File: src/design/and_bit_pkg.sv
/*
  Shared constants for the AND and bit set/clear execution datapath.
  Assumes a 14-bit instruction word and a 7-bit file register address space.
*/
package and_bit_pkg;

  // ----------------------------------------------------------------
  // Opcode fields
  // ----------------------------------------------------------------
  localparam logic [5:0] OPC_AND_LITERAL = 6'h39;
  localparam logic [5:0] OPC_AND_FILE = 6'h05;
  localparam logic [3:0] OPC_BIT_CLEAR = 4'h4;
  localparam logic [3:0] OPC_BIT_SET = 4'h5;
  localparam int OPC6_MSB = 13;
  localparam int OPC6_LSB = 8;
  localparam int OPC4_MSB = 13;
  localparam int OPC4_LSB = 10;
  localparam int DEST_BIT = 7;
  localparam int BIT_IDX_MSB = 9;
  localparam int BIT_IDX_LSB = 7;
  localparam int ADDR_MSB = 6;
  localparam int LIT_MSB = 7;

  // ----------------------------------------------------------------
  // Addresses and reset values
  // ----------------------------------------------------------------
  localparam logic [6:0] TIMER_ZERO_COUNT_ADDR = 7'h01;
  localparam logic [7:0] ACC_RESET = 8'h00;
  localparam logic ZERO_RESET = 1'b0;

  typedef enum logic [2:0] {
    OP_NONE = 3'b000,
    OP_AND_LITERAL = 3'b001,
    OP_AND_FILE = 3'b010,
    OP_BIT_CLEAR = 3'b011,
    OP_BIT_SET = 3'b100
  } op_t;

endpackage

File: src/design/exec_if.sv
/*
  Carrier between the execution top and its combinational ALU.
  Assumes both ends sit on the same clock.
*/
interface exec_if;
  logic [13:0] instr;
  logic [7:0] acc;
  logic [7:0] operand;
  and_bit_pkg::op_t op;
  logic [7:0] result;
  logic write_acc;
  logic write_file;
  logic update_zero;

  modport alu (input instr, acc, operand, output op, result, write_acc, write_file, update_zero);
  modport core (output instr, acc, operand, input op, result, write_acc, write_file, update_zero);
endinterface

File: src/design/and_bit_alu.sv
/*
  Decode and combinational result for the four supported instructions.
  Assumes the operand is already the correct source (latch or pins).
*/
module and_bit_alu (
  exec_if.alu bus
);
  logic [2:0] bit_idx;
  logic [7:0] mask;

  assign bit_idx = bus.instr[and_bit_pkg::BIT_IDX_MSB:and_bit_pkg::BIT_IDX_LSB];
  assign mask = 8'h01 << bit_idx;

  always_comb begin
    bus.op = and_bit_pkg::OP_NONE;
    bus.result = bus.operand;
    bus.write_acc = 1'b0;
    bus.write_file = 1'b0;
    bus.update_zero = 1'b0;
    if (bus.instr[and_bit_pkg::OPC6_MSB:and_bit_pkg::OPC6_LSB] == and_bit_pkg::OPC_AND_LITERAL) begin
      bus.op = and_bit_pkg::OP_AND_LITERAL;
      bus.result = bus.acc & bus.instr[and_bit_pkg::LIT_MSB:0];
      bus.write_acc = 1'b1;
      bus.update_zero = 1'b1;
    end else if (bus.instr[and_bit_pkg::OPC6_MSB:and_bit_pkg::OPC6_LSB]
                 == and_bit_pkg::OPC_AND_FILE) begin
      bus.op = and_bit_pkg::OP_AND_FILE;
      bus.result = bus.acc & bus.operand;
      bus.write_acc = ~bus.instr[and_bit_pkg::DEST_BIT];
      bus.write_file = bus.instr[and_bit_pkg::DEST_BIT];
      bus.update_zero = 1'b1;
    end else if (bus.instr[and_bit_pkg::OPC4_MSB:and_bit_pkg::OPC4_LSB]
                 == and_bit_pkg::OPC_BIT_CLEAR) begin
      bus.op = and_bit_pkg::OP_BIT_CLEAR;
      bus.result = bus.operand & ~mask;
      bus.write_file = 1'b1;
    end else if (bus.instr[and_bit_pkg::OPC4_MSB:and_bit_pkg::OPC4_LSB]
                 == and_bit_pkg::OPC_BIT_SET) begin
      bus.op = and_bit_pkg::OP_BIT_SET;
      bus.result = bus.operand | mask;
      bus.write_file = 1'b1;
    end
  end
endmodule // and_bit_alu

File: src/design/and_bit_exec.sv
/*
  Execution datapath for literal AND, file AND, bit clear and bit set.
  Assumes the core presents one instruction per cycle with its addressed
  file register value, the pin levels and a port flag, all on this clock.
*/
module and_bit_exec (
  input wire logic clock,
  input wire logic rst,
  input wire logic instr_valid,
  input wire logic [13:0] instr,
  input wire logic [7:0] file_rdata,
  input wire logic [7:0] pin_rdata,
  input wire logic file_is_port,
  input wire logic prescaler_on_timer,
  output logic [7:0] acc,
  output logic zero_flag,
  output logic file_we,
  output logic [6:0] file_waddr,
  output logic [7:0] file_wdata,
  output logic prescaler_clear,
  output logic done
);
  exec_if bus ();
  logic [6:0] addr;
  logic writes_file;

  // ----------------------------------------------------------------
  // Operand selection and ALU
  // ----------------------------------------------------------------
  assign addr = instr[and_bit_pkg::ADDR_MSB:0];
  assign bus.instr = instr;
  assign bus.acc = acc;
  // Ports feed back the pin level so inputs are written as seen
  assign bus.operand = file_is_port ? pin_rdata : file_rdata;

  and_bit_alu u_alu (
    .bus(bus)
  );

  assign writes_file = instr_valid & bus.write_file;

  // ----------------------------------------------------------------
  // Accumulator and zero flag
  // ----------------------------------------------------------------
  always_ff @(posedge clock) begin
    if (rst) begin
      acc <= and_bit_pkg::ACC_RESET;
    end else if (instr_valid && bus.write_acc) begin
      acc <= bus.result;
    end
  end

  always_ff @(posedge clock) begin
    if (rst) begin
      zero_flag <= and_bit_pkg::ZERO_RESET;
    end else if (instr_valid && bus.update_zero) begin
      zero_flag <= (bus.result == 8'h00);
    end
  end

  // ----------------------------------------------------------------
  // File write port
  // ----------------------------------------------------------------
  always_ff @(posedge clock) begin
    if (rst) begin
      file_we <= 1'b0;
      file_waddr <= 7'h00;
      file_wdata <= 8'h00;
    end else begin
      file_we <= writes_file;
      file_waddr <= addr;
      file_wdata <= bus.result;
    end
  end

  always_ff @(posedge clock) begin
    if (rst) begin
      prescaler_clear <= 1'b0;
    end else begin
      prescaler_clear <= writes_file && prescaler_on_timer
                         && (addr == and_bit_pkg::TIMER_ZERO_COUNT_ADDR);
    end
  end

  always_ff @(posedge clock) begin
    if (rst) begin
      done <= 1'b0;
    end else begin
      done <= instr_valid && (bus.op != and_bit_pkg::OP_NONE);
    end
  end

  // ----------------------------------------------------------------
  // Checks: helper copies of the previous cycle
  // ----------------------------------------------------------------
  logic prev_ok;
  logic [13:0] prev_instr;
  logic [7:0] prev_operand;
  logic [7:0] prev_pin;
  logic [7:0] prev_acc;
  logic prev_zero;
  logic prev_port;
  logic prev_presc;
  and_bit_pkg::op_t prev_op;
  logic prev_run;
  logic [7:0] prev_latch;

  always_ff @(posedge clock) begin
    prev_ok <= ~rst & instr_valid;
    prev_instr <= instr;
    prev_operand <= bus.operand;
    prev_pin <= pin_rdata;
    prev_acc <= acc;
    prev_zero <= zero_flag;
    prev_port <= file_is_port;
    prev_presc <= prescaler_on_timer;
    prev_op <= bus.op;
    prev_run <= ~rst;
    prev_latch <= file_rdata;
  end

  chk_literal_and_acc: assert property (@(posedge clock) disable iff (rst)
    (prev_ok && prev_op == and_bit_pkg::OP_AND_LITERAL) |->
      (acc == (prev_acc & prev_instr[7:0])) && !file_we)
    else $error("literal AND result wrong");

  chk_file_and_acc: assert property (@(posedge clock) disable iff (rst)
    (prev_ok && prev_op == and_bit_pkg::OP_AND_FILE && !prev_instr[7]) |->
      (acc == (prev_acc & prev_operand)) && !file_we)
    else $error("file AND to accumulator wrong");

  chk_file_and_dest: assert property (@(posedge clock) disable iff (rst)
    (prev_ok && prev_op == and_bit_pkg::OP_AND_FILE && prev_instr[7]) |->
      file_we && file_wdata == (prev_acc & prev_operand) && acc == prev_acc
      && file_waddr == prev_instr[6:0])
    else $error("file AND write back wrong");

  chk_bit_clear_op: assert property (@(posedge clock) disable iff (rst)
    (prev_ok && prev_op == and_bit_pkg::OP_BIT_CLEAR) |->
      file_we && file_wdata == (prev_operand & ~(8'h01 << prev_instr[9:7]))
      && zero_flag == prev_zero)
    else $error("bit clear wrong");

  chk_bit_set_op: assert property (@(posedge clock) disable iff (rst)
    (prev_ok && prev_op == and_bit_pkg::OP_BIT_SET) |->
      file_we && file_wdata == (prev_operand | (8'h01 << prev_instr[9:7]))
      && zero_flag == prev_zero && acc == prev_acc)
    else $error("bit set wrong");

  chk_port_pin_source: assert property (@(posedge clock) disable iff (rst)
    (prev_ok && prev_port && prev_op == and_bit_pkg::OP_BIT_SET) |->
      file_wdata == (prev_pin | (8'h01 << prev_instr[9:7])))
    else $error("port read not from pins");

  chk_prescaler_clear: assert property (@(posedge clock) disable iff (rst)
    prescaler_clear == (file_we && prev_presc
      && file_waddr == and_bit_pkg::TIMER_ZERO_COUNT_ADDR))
    else $error("prescaler clear mismatch");

  chk_zero_flag_and: assert property (@(posedge clock) disable iff (rst)
    (prev_ok && (prev_op == and_bit_pkg::OP_AND_FILE
      || prev_op == and_bit_pkg::OP_AND_LITERAL)) |->
      zero_flag == ((((prev_op == and_bit_pkg::OP_AND_LITERAL) ? prev_instr[7:0]
        : prev_operand) & prev_acc) == 8'h00))
    else $error("zero flag wrong");

  // ----------------------------------------------------------------
  // Checks: what must stay put, and where operands come from
  // ----------------------------------------------------------------
  // A missed hold would let an unrelated word corrupt the accumulator
  chk_reset_values: assert property (@(posedge clock) disable iff (rst)
    !prev_run |-> acc == and_bit_pkg::ACC_RESET && zero_flag == and_bit_pkg::ZERO_RESET
      && !file_we && !done && !prescaler_clear)
    else $error("outputs not at reset values");

  chk_idle_holds_state: assert property (@(posedge clock) disable iff (rst)
    (prev_run && !prev_ok) |->
      acc == prev_acc && zero_flag == prev_zero && !file_we && !done)
    else $error("idle cycle changed state");

  chk_unsupported_quiet: assert property (@(posedge clock) disable iff (rst)
    (prev_ok && prev_op == and_bit_pkg::OP_NONE) |->
      acc == prev_acc && zero_flag == prev_zero && !file_we && !done)
    else $error("unsupported word had an effect");

  chk_done_after_op: assert property (@(posedge clock) disable iff (rst)
    (prev_ok && prev_op != and_bit_pkg::OP_NONE) |-> done)
    else $error("done pulse missing");

  chk_acc_only_by_and: assert property (@(posedge clock) disable iff (rst)
    (prev_ok && prev_op != and_bit_pkg::OP_AND_LITERAL
      && !(prev_op == and_bit_pkg::OP_AND_FILE && !prev_instr[7])) |-> acc == prev_acc)
    else $error("accumulator changed without AND to it");

  chk_bit_clear_keeps: assert property (@(posedge clock) disable iff (rst)
    (prev_ok && prev_op == and_bit_pkg::OP_BIT_CLEAR) |->
      acc == prev_acc && file_waddr == prev_instr[6:0])
    else $error("bit clear touched accumulator or address");

  chk_bit_set_addr: assert property (@(posedge clock) disable iff (rst)
    (prev_ok && prev_op == and_bit_pkg::OP_BIT_SET) |-> file_waddr == prev_instr[6:0])
    else $error("bit set address wrong");

  chk_port_clear_source: assert property (@(posedge clock) disable iff (rst)
    (prev_ok && prev_port && prev_op == and_bit_pkg::OP_BIT_CLEAR) |->
      file_wdata == (prev_pin & ~(8'h01 << prev_instr[9:7])))
    else $error("port clear not from pins");

  chk_latch_source: assert property (@(posedge clock) disable iff (rst)
    (prev_ok && !prev_port && prev_op == and_bit_pkg::OP_BIT_SET) |->
      file_wdata == (prev_latch | (8'h01 << prev_instr[9:7])))
    else $error("latch not used for non-port register");

  chk_prescaler_on_write: assert property (@(posedge clock) disable iff (rst)
    (prev_ok && prev_presc && prev_instr[6:0] == and_bit_pkg::TIMER_ZERO_COUNT_ADDR
      && (prev_op == and_bit_pkg::OP_BIT_CLEAR || prev_op == and_bit_pkg::OP_BIT_SET
      || (prev_op == and_bit_pkg::OP_AND_FILE && prev_instr[7]))) |-> prescaler_clear)
    else $error("prescaler clear missing on timer write");

endmodule // and_bit_exec

File: config.mk
export PLATFORM = sky130hd
export DESIGN_NAME = and_bit_exec
export DESIGN_NICKNAME = d
export VERILOG_FILES = /design/src/design/and_bit_pkg.sv /design/src/design/exec_if.sv /design/src/design/and_bit_alu.sv /design/src/design/and_bit_exec.sv
export SDC_FILE = /design/constraint.sdc
export NUM_CORES = 1
export LEC_CHECK = 0
export BUFFER_PORTS_ARGS = -buffer_cell sky130_fd_sc_hd__buf_4
export CAP_MARGIN = 0
export CORE_UTILIZATION = 43
export CTS_CLUSTER_SIZE = 14
export DETAILED_ROUTE_END_ITERATION = 16
export GPL_ROUTABILITY_DRIVEN = 0
export PLACE_DENSITY = 0.75
export SYNTH_ARGS = -nofsm -noshare
export SYNTH_HDL_FRONTEND = slang
export SYNTH_HIERARCHICAL = 1
export SYNTH_SLANG_ARGS = --single-unit
File: constraint.sdc
create_clock -name clock -period 1.29 [get_ports clock]
set_clock_uncertainty 0.05 [all_clocks]
set_input_delay 0.0645 -clock clock [delete_from_list [all_inputs] [get_ports clock]]
set_output_delay 0.0645 -clock clock [all_outputs]
set_load 0.005 [all_outputs]
# == Word level (Yosys, flattened, before mapping) ==
# Index checks and enable logic that the tools add are counted.
# classes
n_shift,1
bitwise,7
muxes,17
n_eq_ne,5
n_reduce_logical,7
# op_table
cell,n
$mux 8,5
$and 8x8->8,3
$mux 3,4
$eq 4x3->1 const B,2
$logic_not 8->1,1
$mux 1,8
$not 8->8,1
$or 8x8->8,1
$shl 1x3->8 const A,1
$eq 7x1->1 const B,1
$eq 6x3->1 const B,1
$eq 6x6->1 const B,1
$logic_and 1x1->1,5
$reduce_bool 3->1,1
$and 1x1->1,1
$not 1->1,1
# totals
output_inout_bits,27
elab_cells,44
input_bits,35
regBits,27

# == Longest topological paths before layout ==
# logic_depth
word_depth,8
depth_mapped,8
depth_no_buf,6

# == Modules after synthesis ==
# The synthesis kept the hierarchy.
# modules_own_cells
module,cells_each,n_inst,area_per_inst_um2,seq_area_each_um2
and_bit_exec,93,1,1034.7,540.5
and_bit_alu,62,1,488.0,0.0

# == Least setup slack after synthesis ==
# Ideal clock, no wire load.
# synth_path
kind,input-to-reg
from,in file_is_port
to,reg zero_flag
path_stages,6
t_arrival_ns,1.307
path_slack_ns,-0.127
required_ns,1.180
setup_ns,0.060
path_buffers,1
path_cell_list,buf_2 mux2_2 a22oi_1 o22ai_2 nor4_1 a32o_1
# synth_between
elab_chain_cells,7
elab_cells_between_ends,9
cone_classes,5 x mux; 3 x bitwise; 1 x reduce/logical
# synth_rtl
element,line_no,source
start: declaration,and_bit_exec.sv:13,"input wire logic file_is_port,"
$mux 8 *,and_bit_exec.sv:34,assign bus.operand = file_is_port ? pin_rdata : file_rdata;
via bus.operand[7],exec_if.sv:8,logic [7:0] operand;
$or 8x8->8,and_bit_alu.sv:40,bus.result = bus.operand | mask;
$mux 8,and_bit_alu.sv:37,end else if (bus.instr[and_bit_pkg::OPC4_MSB:and_bit_pkg::OPC4_LSB]
$mux 8,and_bit_alu.sv:32,end else if (bus.instr[and_bit_pkg::OPC4_MSB:and_bit_pkg::OPC4_LSB]
$mux 8 *,and_bit_alu.sv:25,end else if (bus.instr[and_bit_pkg::OPC6_MSB:and_bit_pkg::OPC6_LSB]
$mux 8 *,and_bit_alu.sv:20,if (bus.instr[and_bit_pkg::OPC6_MSB:and_bit_pkg::OPC6_LSB] == and_bit_pkg::OPC_AND_LITERAL) begin
via bus.result[7],exec_if.sv:10,logic [7:0] result;
$logic_not 8->1 *,and_bit_exec.sv:57,zero_flag <= (bus.result == 8'h00);
end signal: assignment,and_bit_exec.sv:55,zero_flag <= and_bit_pkg::ZERO_RESET;
end signal: assignment,and_bit_exec.sv:57,
end: declaration,and_bit_exec.sv:16,"output logic zero_flag,"
# The timed path passes the listed nets; every way through them passes the cells marked *.
# A chain may end at the register's enable or synchronous reset.

# == Final worst setup path ==
# layout_path
from,in instr[8]
to,reg zero_flag
# layout_between
elab_chain_cells,7
elab_cells_between_ends,14
cone_classes,2 x eq/ne; 1 x shift; 6 x mux; 3 x bitwise; 2 x reduce/logical
# layout_rtl
element,line_no,source
start: declaration,and_bit_exec.sv:10,"input wire logic [13:0] instr,"
$shl 1x3->8,and_bit_alu.sv:12,assign mask = 8'h01 << bit_idx;
$or 8x8->8 / $not 8->8 (equally long branches),"and_bit_alu.sv:40, and_bit_alu.sv:35",
$mux 8 / $and 8x8->8 (equally long branches),"and_bit_alu.sv:37, and_bit_alu.sv:35",
$mux 8,and_bit_alu.sv:32,
$mux 8,and_bit_alu.sv:25,
$mux 8 *,and_bit_alu.sv:20,
via bus.result[0],exec_if.sv:10,
$logic_not 8->1 *,and_bit_exec.sv:57,
# Marks and branches as above.

==> metrics.csv <==
stage;metric;value;unit
run_status;outcome;complete, no violations;
synth;ys_seq_area_frac;0.355;
synth;syn_inst;155;
routing;drt_iter0_drc;58;
synth;synth_ff_type;dfxtp_1;
clocking;clock_path_buffers;2;
worst_setup_path;critical_path_required;1540;ps
sta;min_period;1280;ps
worst_setup_path;critPathCaptureType;flop;
synth;synth-simple-area-share;0.242;
synth;synthAdderAreaFrac;0;
routing;antenna_left;0;
synth;synth-compound-area-share;0.210;
hold_path;hold_depth;3;
routing;wl;4.52;mm
routing;vias;1451;
worst_setup_path;slowest_stage;nor4_2;
power_and_ir_drop;fin_total_pwr;1.73;mW
place;hpwlAfterDp;3.21;mm
synth;yosysWarnings;6;
routing;firstDrtPassIters;4;
worst_setup_path;critPathMaxStageDelay;280;ps
worst_setup_path;r2r_slack;150;ps
layout;nFillCells;281;
synth;synth.area.top_cells;dfxtp_1 35%, o22ai_2 6.6%, mux2_2 5.9%, nor2b_1 5.8%, mux2i_1 5.3%;
power_and_ir_drop;power.density;741;nW/µm²
sta;finalHoldViolations;0;
synth;syn_nets;190;
sta;post-route-period-util;0.992;
global_route;grt_pass1_wl;6.59;mm
floorplanning;die-area;3780;µm²
power_and_ir_drop;leakage;1.03;nW
global_route;grt_max_degree;28;
synth;netlist_area;1520;µm²
clocking;cts_tree;built;
routing;avgRoutedWirePerCell;16.1;µm
synth;netlist.top_cell.by_area;dfxtp_1;
power_and_ir_drop;max-vdd-ir-drop;0.435;mV
worst_setup_path;critPathMaxFanout;10;
sta;tightestPinTransition;307;ps
floorplanning;die_w;61.5;µm
layout;nNetsFinal;271;
sta;final.setup.tns;0;ps
synth;avgSynthCellArea;9.82;µm²
worst_setup_path;start_kind;input pin;
layout;area_growth;53.1;%
synth;ys_seq_elements;27;
synth;synthMuxAreaShare;0.112;
global_route;grt_pass1_vias;1454;
floorplanning;dieHeight;61.5;µm
worst_setup_path;reg2reg_depth;4;
global_route;grt_use_total;0.238;
worst_setup_path;crit_arrival;1530;ps
sta;relSlewSlack;0.789;
synth;synth.most_common_cell;dfxtp_1;
worst_setup_path;critPathKind;in2reg;
synth;synth-async-reset-ratio;0;
floorplanning;core.rowCount;21;
global_route;antenna_found_initial;0;
clocking;clock_latency;340;ps
sta;rsz0062_at_grt;true;
sta;fmax;781;MHz
hold_path;hold_path.class;in2reg;
routing;drc;0;
synth;synth_edf_count;0;
clocking;cts.sinks;27;
global_route;grt.overflow.total;0;
place;io_buffer_count;61;
sta;finalSetupViolCount;0;
flow_run;max-cap-violations;0;
clocking;cts_inserted_buffers;3;
synth;synth_top_family_by_area;simple AND/OR/NAND/NOR gates;
layout;drive_gt1_frac;0.528;
clocking;root_buffer;clkbuf_4;
synth;synth.distinct_cells;34;
worst_setup_path;cpMostUsedCell;buf_4;
sta;slew_violations;0;
clocking;htreeDepth;1;
clocking;cts.clk_slew.worst_paths;160;ps
synth;yosys-top-cells-count;27 x dfxtp_1, 14 x nor2b_1, 11 x nand2_1;
layout;num_antenna_cells;0;
routing;routed_via_density;5.16;
floorplanning;coreArea;3360;µm²
worst_setup_path;path_cells;buf_4 > nor2b_4 > nor4bb_4 > buf_4 > a22oi_1 > o22ai_2 > nor4_2 > a32o_1;
floorplanning;ioPinCount;62;
floorplanning;start_util;0.453;
synth;synth.top_cell.area_share;0.355;
synth;synth_xor_area_frac;0;
## registers in the layout, indices dropped and copies added, names as in the netlist
signal,count
prescaler_clear,1
file_wdata,8
file_waddr,7
zero_flag,1
done,1
acc,8
file_we,1
## worst max-delay path: cells and delay by family
kind / cells / cell delay, ps
and+or+nand+nor: 3 / 560
AOI/OAI and AO/OA: 3 / 610
buffers and inverters: 2 / 290
## per-stage QoR
step | cell area [µm²] | hold slack (ps) | utilization | setup WS (ps) | std cells
floorplan | 1580 | 86.1 | - | -69.3 | 155
global placement | 2150 | 243 | 0.638 | -275 | 268
detailed placement | 2150 | 249 | 0.638 | -378 | 268
CTS | 2260 | 6.58 | 0.673 | 3.21 | 279
global route | 2330 | 6.23 | 0.693 | -32.2 | 281
finish | 2330 | 4.54 | 0.693 | 9.90 | 281
## power by group
group	switching, mW	total (mW)	internal (mW)
sequential	0.00998	0.877	0.867
combinational	0.190	0.457	0.267
clock	0.275	0.394	0.119
## area by class of cell
class	count	area [µm²]	area share
multi-input cells	108	942	0.404
repair buffers	87	727	0.312
flip-flops and latches	27	541	0.232
well taps	46	57.6	0.0247
inverters	9	33.8	0.0145
clock buffers	3	22.5	0.00966
clock inverters	1	7.51	0.00322
## path summary, 6_finish.rpt
kind,startpoint,endpoint
worst min register to register,acc[2]$_SDFFE_PP0P_,acc[2]$_SDFFE_PP0P_
worst max-delay path,instr[8],zero_flag$_SDFFE_PP0P_
worst max register to register,acc[3]$_SDFFE_PP0P_,zero_flag$_SDFFE_PP0P_
worst min-delay path,instr[1],prescaler_clear$_SDFF_PP0_
## cell usage in the layout, fill, tap and decap left out, types with 8 or more instances in the layout
cell type and count:
nand2_1 10, mux2_2 8, dfxtp_1 27, inv_1 9, buf_4 75, nor2b_1 14, nand3_1 10
## layer usage
layer / part of all wire / global-route usage
met5: 0 / 0
met2: 0.49 / 0.421
met4: 0.025 / 0.0952
met3: 0.061 / 0.0357
met1: 0.43 / 0.287
## cells by family (layout without fill, tap and decap cells)
kind of cell | after synthesis | after routing
buf+inv | 20 | 100
compound gates | 36 | 36
mux | 16 | 16
flops | 27 | 27
simple gates | 56 | 56
## what timing repair did
| item | 4_1_cts | 5_1_grt |
|---|---|---|
| pin swaps | 0 | 10 |
| endpoints found under the setup margin | 1 | 6 |
| endpoints found under the hold margin | 8 | 0 |
| hold buffers | 7 | 0 |
| cloned | 0 | 1 |
| setup buffers | 0 | 2 |
| resized for setup | 3 | 9 |
Power figures use the tool's default switching activity.
